**src/common/scps_defs.vh**
```
// constants for the smart card power sequencer
`ifndef SCPS_DEFS_VH
`define SCPS_DEFS_VH
// ==========================================================
// register byte offsets
`define SCPS_ADR_CTRL 4'h0
`define SCPS_ADR_STAT 4'h4
`define SCPS_ADR_IRQ 4'h8
`define SCPS_ADR_MASK 4'hc
// ==========================================================
// control fields
`define SCPS_CTRL_CMD_N 0
`define SCPS_CTRL_VSEL 1
`define SCPS_CTRL_RLO 2
`define SCPS_CTRL_RHI 3
`define SCPS_CTRL_LVLSEL 4
`define SCPS_CTRL_RESET 5'h11
// ==========================================================
// event bits
`define SCPS_EV_ACT 0
`define SCPS_EV_DEACT 1
`define SCPS_EV_UV 2
`define SCPS_EV_SHORT 3
`define SCPS_EV_TEMP 4
`define SCPS_EV_REMOVE 5
`define SCPS_EV_W 6
// ==========================================================
// timing
`define SCPS_CLK_MHZ 40
`define SCPS_UV_FILTER_NS 20000
`define SCPS_UV_FILTER_CYC ((`SCPS_UV_FILTER_NS * `SCPS_CLK_MHZ) / 1000)
`define SCPS_STEP_CYC 16
`endif

```
**src/hw/scps_sequencer.v**
```verilog
// smart card activation / deactivation sequencer with wishbone registers
//
// Added by the designer: the register addresses and the Wishbone interface to the registers.
`timescale 1ns/1ps
`default_nettype none
`include "scps_defs.vh"
module scps_sequencer #(
  parameter STEP_CYC = `SCPS_STEP_CYC,
  parameter UV_FILTER_CYC = `SCPS_UV_FILTER_CYC
) (
  input wire clk_i,
  input wire rst_i,
  input wire wb_cyc_i,
  input wire wb_stb_i,
  input wire wb_we_i,
  input wire [3:0] wb_adr_i,
  input wire [3:0] wb_sel_i,
  input wire [31:0] wb_dat_i,
  output reg [31:0] wb_dat_o,
  output reg wb_ack_o,
  output wire irq_o,
  input wire card_present_input_i,
  input wire undervolt_upper_i,
  input wire undervolt_lower_i,
  input wire over_temp_i,
  input wire short_circuit_i,
  input wire card_io_i,
  input wire host_io_i,
  output reg host_io_o,
  output reg pump_output_o,
  output reg card_vcc_en_o,
  output reg card_voltage_5v_o,
  output reg card_rst_n_o,
  output wire card_clk_o,
  output reg card_io_o,
  output reg card_io_oe_o,
  output reg fault_n_o
);
  // ==========================================================
  // states
  localparam S_IDLE = 3'h0;
  localparam S_PUMP = 3'h1;
  localparam S_VCC = 3'h2;
  localparam S_IOCLK = 3'h3;
  localparam S_ACTIVE = 3'h4;
  localparam S_D_RST = 3'h5;
  localparam S_D_CLK = 3'h6;
  localparam S_D_IO = 3'h7;
  // ==========================================================
  // sized copies of the counts, so every compare stays 16 bits wide
  localparam [31:0] STEP_CYC32 = STEP_CYC;
  localparam [31:0] UV_CYC32 = UV_FILTER_CYC;
  localparam [15:0] STEP_LAST = STEP_CYC32[15:0] - 16'h0001;
  localparam [15:0] UV_LIMIT = UV_CYC32[15:0];
  // ==========================================================
  // state groups shared by the outputs
  // supply stays on through the first two deactivation steps
  function powered;
    input [2:0] st;
    begin
      powered = (st == S_VCC) || (st == S_IOCLK) || (st == S_ACTIVE) ||
                (st == S_D_RST) || (st == S_D_CLK);
    end
  endfunction
  // io is released in the same step as the supply drops
  function io_driven;
    input [2:0] st;
    begin
      io_driven = (st == S_IOCLK) || (st == S_ACTIVE) || (st == S_D_RST) ||
                  (st == S_D_CLK);
    end
  endfunction
  function clocked;
    input [2:0] st;
    begin
      clocked = (st == S_IOCLK) || (st == S_ACTIVE) || (st == S_D_RST);
    end
  endfunction
  // ==========================================================
  // pin synchronisers; first stage feeds only the second
  reg [5:0] sy1_reg;
  reg [5:0] sy2_reg;
  always @(posedge clk_i) begin
    if (rst_i) begin
      sy1_reg <= 6'h00;
      sy2_reg <= 6'h00;
    end else begin
      sy1_reg <= {card_io_i, host_io_i, short_circuit_i, over_temp_i,
                  undervolt_lower_i, undervolt_upper_i};
      sy2_reg <= sy1_reg;
    end
  end
  reg pres1_reg;
  reg pres2_reg;
  always @(posedge clk_i) begin
    if (rst_i) begin
      pres1_reg <= 1'b0;
      pres2_reg <= 1'b0;
    end else begin
      pres1_reg <= card_present_input_i;
      pres2_reg <= pres1_reg;
    end
  end
  wire uv_hi = sy2_reg[0];
  wire uv_lo = sy2_reg[1];
  wire temp = sy2_reg[2];
  wire shrt = sy2_reg[3];
  wire hio = sy2_reg[4];
  wire cio = sy2_reg[5];
  // ==========================================================
  // registers
  reg [4:0] ctrl_reg;
  reg [`SCPS_EV_W-1:0] irq_reg;
  reg [`SCPS_EV_W-1:0] mask_reg;
  reg [2:0] state_reg;
  reg [2:0] state_next;
  wire supply_command_n = ctrl_reg[`SCPS_CTRL_CMD_N];
  wire undervolt_level_select = ctrl_reg[`SCPS_CTRL_LVLSEL];
  wire [1:0] ratio_sel = {ctrl_reg[`SCPS_CTRL_RHI], ctrl_reg[`SCPS_CTRL_RLO]};
  // ==========================================================
  // undervoltage supervisor
  reg [15:0] uv_cnt_reg;
  always @(posedge clk_i) begin
    if (rst_i || !uv_lo) begin
      // any recovery restarts the filter, so short spikes never add up
      uv_cnt_reg <= 16'h0000;
    end else if (uv_cnt_reg <= UV_LIMIT) begin
      // saturates one past the limit so a long sag cannot wrap to clear
      uv_cnt_reg <= uv_cnt_reg + 16'h0001;
    end
  end
  wire uv_fault = undervolt_level_select ? uv_hi :
                  (uv_cnt_reg > UV_LIMIT);
  wire removed = !pres2_reg;
  wire hard_fault = uv_fault | temp | removed;
  wire sequencing = (state_reg == S_PUMP) || (state_reg == S_VCC) ||
                    (state_reg == S_IOCLK);
  // short is held off until activation completes
  wire short_act = shrt && !sequencing;
  wire any_fault = hard_fault | short_act;
  // ==========================================================
  // sequencer
  reg [15:0] step_reg;
  wire step_done = (step_reg == STEP_LAST);
  always @* begin
    state_next = state_reg;
    case (state_reg)
      S_IDLE: begin
        if (pres2_reg && !supply_command_n && !hard_fault)
          state_next = S_PUMP;
      end
      S_PUMP: begin
        if (hard_fault)
          state_next = S_D_RST;
        else if (step_done)
          state_next = S_VCC;
      end
      S_VCC: begin
        if (hard_fault)
          state_next = S_D_RST;
        else if (step_done)
          state_next = S_IOCLK;
      end
      S_IOCLK: begin
        if (hard_fault)
          state_next = S_D_RST;
        else if (step_done)
          state_next = S_ACTIVE;
      end
      S_ACTIVE: begin
        if (supply_command_n || any_fault)
          state_next = S_D_RST;
      end
      // deactivation always runs to the end; a new command waits for idle
      S_D_RST: begin
        if (step_done)
          state_next = S_D_CLK;
      end
      S_D_CLK: begin
        if (step_done)
          state_next = S_D_IO;
      end
      S_D_IO: begin
        if (step_done)
          state_next = S_IDLE;
      end
      default: state_next = S_IDLE;
    endcase
  end
  always @(posedge clk_i) begin
    if (rst_i) begin
      state_reg <= S_IDLE;
      step_reg <= 16'h0000;
    end else begin
      state_reg <= state_next;
      if (state_next != state_reg || state_reg == S_IDLE || state_reg == S_ACTIVE)
        step_reg <= 16'h0000;
      else
        step_reg <= step_reg + 16'h0001;
    end
  end
  // ==========================================================
  // card clock divider
  reg [2:0] div_reg;
  reg [1:0] ratio_reg;
  reg clk_div_reg;
  function [2:0] half_period;
    input [1:0] sel;
    begin
      case (sel)
        2'b00: half_period = 3'h3;
        2'b01: half_period = 3'h1;
        2'b11: half_period = 3'h0;
        default: half_period = 3'h0;
      endcase
    end
  endfunction
  wire clk_on = clocked(state_reg);
  always @(posedge clk_i) begin
    if (rst_i) begin
      div_reg <= 3'h0;
      ratio_reg <= 2'b00;
      clk_div_reg <= 1'b0;
    end else if (!clk_on) begin
      div_reg <= 3'h0;
      clk_div_reg <= 1'b0;
      ratio_reg <= ratio_sel;
    end else if (ratio_reg == 2'b10) begin
      // undivided: oscillator rate cannot be made from a register, so
      // the output gates the clock below; switch away only while low
      div_reg <= 3'h0;
      clk_div_reg <= 1'b0;
      ratio_reg <= ratio_sel;
    end else if (div_reg == half_period(ratio_reg)) begin
      div_reg <= 3'h0;
      clk_div_reg <= ~clk_div_reg;
      if (clk_div_reg)
        ratio_reg <= ratio_sel;
    end else begin
      div_reg <= div_reg + 3'h1;
    end
  end
  // direct ratio: gated oscillator, glitch-free since gate changes when clk low
  reg full_gate_reg;
  always @(negedge clk_i) begin
    if (rst_i)
      full_gate_reg <= 1'b0;
    else
      full_gate_reg <= clk_on && (ratio_reg == 2'b10);
  end
  wire card_clk_full = clk_i & full_gate_reg;
  // only one of the two sources can be high at a time
  assign card_clk_o = clk_div_reg | card_clk_full;
  // ==========================================================
  // outputs
  always @(posedge clk_i) begin
    if (rst_i) begin
      pump_output_o <= 1'b0;
      card_vcc_en_o <= 1'b0;
      card_voltage_5v_o <= 1'b0;
      card_rst_n_o <= 1'b0;
      card_io_o <= 1'b0;
      card_io_oe_o <= 1'b0;
      fault_n_o <= 1'b1;
      host_io_o <= 1'b1;
    end else begin
      // pump from first step; pump path only for 5V cards
      pump_output_o <= (state_reg != S_IDLE) && (state_reg != S_D_IO) &&
                       ctrl_reg[`SCPS_CTRL_VSEL];
      card_voltage_5v_o <= ctrl_reg[`SCPS_CTRL_VSEL];
      card_vcc_en_o <= powered(state_reg);
      card_rst_n_o <= (state_next == S_ACTIVE);
      // io released at the t13 step
      card_io_oe_o <= io_driven(state_reg);
      card_io_o <= hio;
      // card data reaches the host only while active; otherwise idle high
      host_io_o <= (state_reg == S_ACTIVE) ? cio : 1'b1;
      if (any_fault && state_reg != S_IDLE)
        fault_n_o <= 1'b0;
      else if (state_reg == S_IDLE && supply_command_n)
        fault_n_o <= 1'b1;
    end
  end
  // ==========================================================
  // events
  wire [`SCPS_EV_W-1:0] ev;
  assign ev[`SCPS_EV_ACT] = (state_reg == S_IOCLK) && (state_next == S_ACTIVE);
  assign ev[`SCPS_EV_DEACT] = (state_reg == S_D_IO) && (state_next == S_IDLE);
  assign ev[`SCPS_EV_UV] = uv_fault && (state_reg != S_IDLE);
  assign ev[`SCPS_EV_SHORT] = short_act && (state_reg == S_ACTIVE);
  assign ev[`SCPS_EV_TEMP] = temp && (state_reg != S_IDLE);
  assign ev[`SCPS_EV_REMOVE] = removed && (state_reg != S_IDLE);
  assign irq_o = |(irq_reg & mask_reg);
  // ==========================================================
  // wishbone slave, one wait state
  wire wb_req = wb_cyc_i && wb_stb_i && !wb_ack_o;
  wire wb_wr = wb_req && wb_we_i && wb_sel_i[0];
  always @(posedge clk_i) begin
    if (rst_i) begin
      wb_ack_o <= 1'b0;
      wb_dat_o <= 32'h00000000;
      ctrl_reg <= `SCPS_CTRL_RESET;
      irq_reg <= {`SCPS_EV_W{1'b0}};
      mask_reg <= {`SCPS_EV_W{1'b0}};
    end else begin
      wb_ack_o <= wb_req;
      if (wb_wr && wb_adr_i == `SCPS_ADR_CTRL)
        ctrl_reg <= wb_dat_i[4:0];
      if (wb_wr && wb_adr_i == `SCPS_ADR_MASK)
        mask_reg <= wb_dat_i[`SCPS_EV_W-1:0];
      // set wins over write-one-to-clear
      if (wb_wr && wb_adr_i == `SCPS_ADR_IRQ)
        irq_reg <= (irq_reg & ~wb_dat_i[`SCPS_EV_W-1:0]) | ev;
      else
        irq_reg <= irq_reg | ev;
      case (wb_adr_i)
        `SCPS_ADR_CTRL: wb_dat_o <= {27'h0, ctrl_reg};
        `SCPS_ADR_STAT: wb_dat_o <= {24'h000000, pres2_reg, fault_n_o,
                                     card_rst_n_o, card_vcc_en_o, state_reg, 1'b0};
        `SCPS_ADR_IRQ: wb_dat_o <= {26'h0, irq_reg};
        `SCPS_ADR_MASK: wb_dat_o <= {26'h0, mask_reg};
        default: wb_dat_o <= 32'h00000000;
      endcase
    end
  end
endmodule
`default_nettype wire

```
**config.mk**
```make
export PLATFORM = sky130hd
export DESIGN_NAME = scps_sequencer
export DESIGN_NICKNAME = d
export VERILOG_FILES = /design/src/hw/scps_sequencer.v
export VERILOG_INCLUDE_DIRS = /design/src /design/src/common
export SDC_FILE = /design/constraint.sdc
export NUM_CORES = 1
export LEC_CHECK = 0
export ABC_AREA = 0
export BUFFER_PORTS_ARGS = -buffer_cell sky130_fd_sc_hd__buf_2
export CELL_PAD_IN_SITES_DETAIL_PLACEMENT = 1
export CELL_PAD_IN_SITES_GLOBAL_PLACEMENT = 1
export CORE_MARGIN = 2
export CORE_UTILIZATION = 36
export DETAILED_ROUTE_END_ITERATION = 8
export HOLD_SLACK_MARGIN = 0.08
export PLACE_DENSITY = 0.84
export SYNTH_ARGS = -nofsm -noshare
export SYNTH_HDL_FRONTEND = slang
export SYNTH_SLANG_ARGS = --single-unit
```
**constraint.sdc**
```tcl
create_clock -name clk_i -period 2 [get_ports clk_i]
set_clock_uncertainty 0.05 [all_clocks]
set_input_delay 0.4 -clock clk_i [delete_from_list [all_inputs] [get_ports clk_i]]
set_output_delay 0.4 -clock clk_i [all_outputs]
set_load 0.01 [all_outputs]
```
==> flow_metrics.py <==
metrics = {
    "status": {
        "status": "finished, violations left",
        "violations": "setup timing",
    },
    "power_and_ir_drop": {
        "p_int_uw": 2530,
        "comb_power_share_pct": 7.9,
        "total_power_uw": 3360,
        "ir_drop_uv": 273,
        "swShare_pct": 24.8,
        "sequentialPowerShare_pct": 55.0,
        "p_leak_uw": 0.00175,
        "power_density_nw_per_um2": 739,
        "clkPwrFrac_pct": 37.0,
        "p_sw_uw": 831,
    },
    "finish": {
        "n_antenna_cell": 0,
        "final_nets": 539,
        "stdcell_area_um2": 4540,
        "fin_cells": 625,
        "synthToLayoutAreaGrowth_pct": 15.0,
        "final_cell_mix": "dfxtp_1 (89), nor2_1 (61), buf_2 (41), nand2_1 (30), conb_1 (24)",
        "drive_gt1_share_pct": 20.4,
        "layout_commonest_cell": "dfxtp_1",
    },
    "routing": {
        "postRouteWirelength_um": 8970,
        "firstDrtPassIters": 4,
        "viasPerCell": 4.88,
        "vias": 3050,
        "avgRoutedWirePerCell_um": 14.3,
        "drc": 0,
        "drt_iter0_markers": 131,
        "drtAntennaViolNets": 0,
    },
    "global_routing": {
        "antenna_found_initial": 0,
        "track_usage_pct": 16.1,
        "first_global_vias": 3103,
        "gr-total-overflow": 0,
        "grt_pass1_wl_um": 14500,
        "grt_start_max_net_pins": 29,
    },
    "synthesis": {
        "async_reset_ff_share_pct": 0,
        "synthesis.area_um2": 3950,
        "synth_area_per_cell_um2": 9.32,
        "ys_seq_area_share_pct": 45.6,
        "synth_seq_cells": 90,
        "syn_inst": 424,
        "synth_cell_types": 65,
        "yosys_warnings": 0,
        "synth_ff_type": "dfxtp_1",
        "synth_edf_count": 0,
    },
    "clocking": {
        "path_clk_slew_ns": 0.07,
        "tritoncts": "built",
        "clk_latency_ns": 0.47,
    },
    "critical_path": {
        "cp-end-kind": "primary output",
        "crit_path_max_fanout": 1,
        "cp.arrival_ns": 2.04,
        "r2r_slack_ns": 0.09,
        "startpoint_type": "flop",
        "reg2reg_depth": 4,
        "crit_required_ns": 1.55,
        "r2r_start": "state_reg[1]",
        "worstReg2RegEnd": "full_gate_reg",
        "path_class": "flop to primary output",
    },
    "die": {
        "die-area_um2": 11800,
        "die_w_um": 109,
        "start_util_pct": 36.6,
        "pin_count": 95,
        "dieHeight_um": 109,
        "core_area_um2": 10800,
        "rows": 38,
    },
    "hold_path": {
        "min_from": "over_temp_i",
        "min_path_type": "primary input to flop",
        "holdPathStages": 2,
        "whs_endpoint": "sy1_reg[2]",
    },
    "placement": {
        "port_buffers": 41,
        "dpl.hpwl_um": 6550,
        "gp_congestion": 0.811,
        "place_inst": 604,
        "placedInstanceArea_um2": 4250,
    },
    "sta": {
        "rsz0062_at_grt": "yes",
        "slew_headroom_pct": 60.0,
        "finalHoldViolations": 0,
        "maxSlewViolCount": 0,
        "setup_viol": 2,
        "setup_ws_ns": -0.493,
        "tightest_slew_ns": 0.591,
    },
    "run": {
        "cap_violations": 0,
    },
}
## critical path, stage by stage, from the launching register on
cell and delay, ns:
dfxtp_1 0.30, nand2_1 0.05, nand2_1 0.06, buf_2 0.12
## stage by stage
step	setup slack (ns)	hold slack, ns	TNS [ns]	utilization, %
2_1_floorplan	0.0105	0.355	0	-
3_3_place_gp	0.0658	0.372	0	39.4
3_5_place_dp	-0.0137	0.375	-0.0189	39.4
4_1_cts	-0.530	0.0958	-0.530	41.6
5_1_grt	-0.546	0.107	-0.546	42.1
6_report	-0.493	0.110	-0.493	42.1
## layer usage
metal | wire [um] | up-vias | part of all wire [%] | global-route usage [%]
met3 | 352 | 18 | 3.9 | 4.72
met5 | 0 | - | 0 | 0
met1 | 3990 | 1458 | 44 | 18.0
met4 | 219 | 0 | 2.4 | 7.97
li1 | - | 1508 | - | -
met2 | 4410 | 66 | 49 | 27.8
## power by group through the flow
stage,Combinational [uW],Sequential [uW],Clock [uW]
after floorplan,206,1890,6.26
after global placement,247,1890,6.26
after detailed placement,256,1890,6.26
after CTS,264,1850,1290
after global routing,296,1850,1340
final,266,1850,1240
## logic make-up after synthesis
group / Yosys count / share of synthesized area [%]
flip-flops: 90 / 45.6
multiplexers: 18 / 5.23
AND/OR/NAND/NOR: 178 / 23.9
AO/OA/AOI/OAI: 54 / 9.76
adder cells (fa/ha/maj): 4 / 1.27
other: 1 / 0.0949
buffers and inverters: 58 / 9.53
XOR/XNOR: 21 / 4.66
## timing repair
action | 4_1_cts | 5_1_grt
pin swaps | 2 | 5
gates resized for setup | 2 | 9
endpoints found under the hold margin | 4 | 0
setup endpoints to repair | 5 | 24
cloned | 0 | 0
hold buffers | 4 | 0
buffers inserted | 0 | 1
## cells in the mapped netlist, drive strengths merged, types with 8 or more instances
master	number	area (um^2)
nand2	30	113
xor2	9	78.8
nand3	10	50.1
mux2i	15	150
inv	15	56.3
nor2	62	235
xnor2	12	105
buf	33	268
dfxtp	90	1800
nor2b	22	138
a21oi	15	75.1
clkbuf	8	40.0
## area by class of cell
| class | instances | area (um^2) |
|---|---|---|
| Timing Repair Buffer | 63 | 395 |
| Tap cell | 140 | 175 |
| Fill cell | 1262 | 6250 |
| Multi-Input combinational cell | 299 | 1910 |
| Inverter | 15 | 56.3 |
| Sequential cell | 90 | 1800 |
| Clock buffer | 14 | 184 |
| Clock inverter | 4 | 22.5 |
## worst max path at each step
stage | startpoint | to | slack, ns | depth (start not counted)
2_1_floorplan | rst_i | full_gate_reg | 0.01 | 4
3_3_place_gp | full_gate_reg | card_clk_o | 0.07 | 3
3_5_place_dp | state_reg[1] | full_gate_reg | -0.01 | 4
4_1_cts | full_gate_reg | card_clk_o | -0.53 | 3
5_1_grt | full_gate_reg | card_clk_o | -0.55 | 3
6_report | full_gate_reg | card_clk_o | -0.49 | 3
Power figures use the tool's default switching activity.
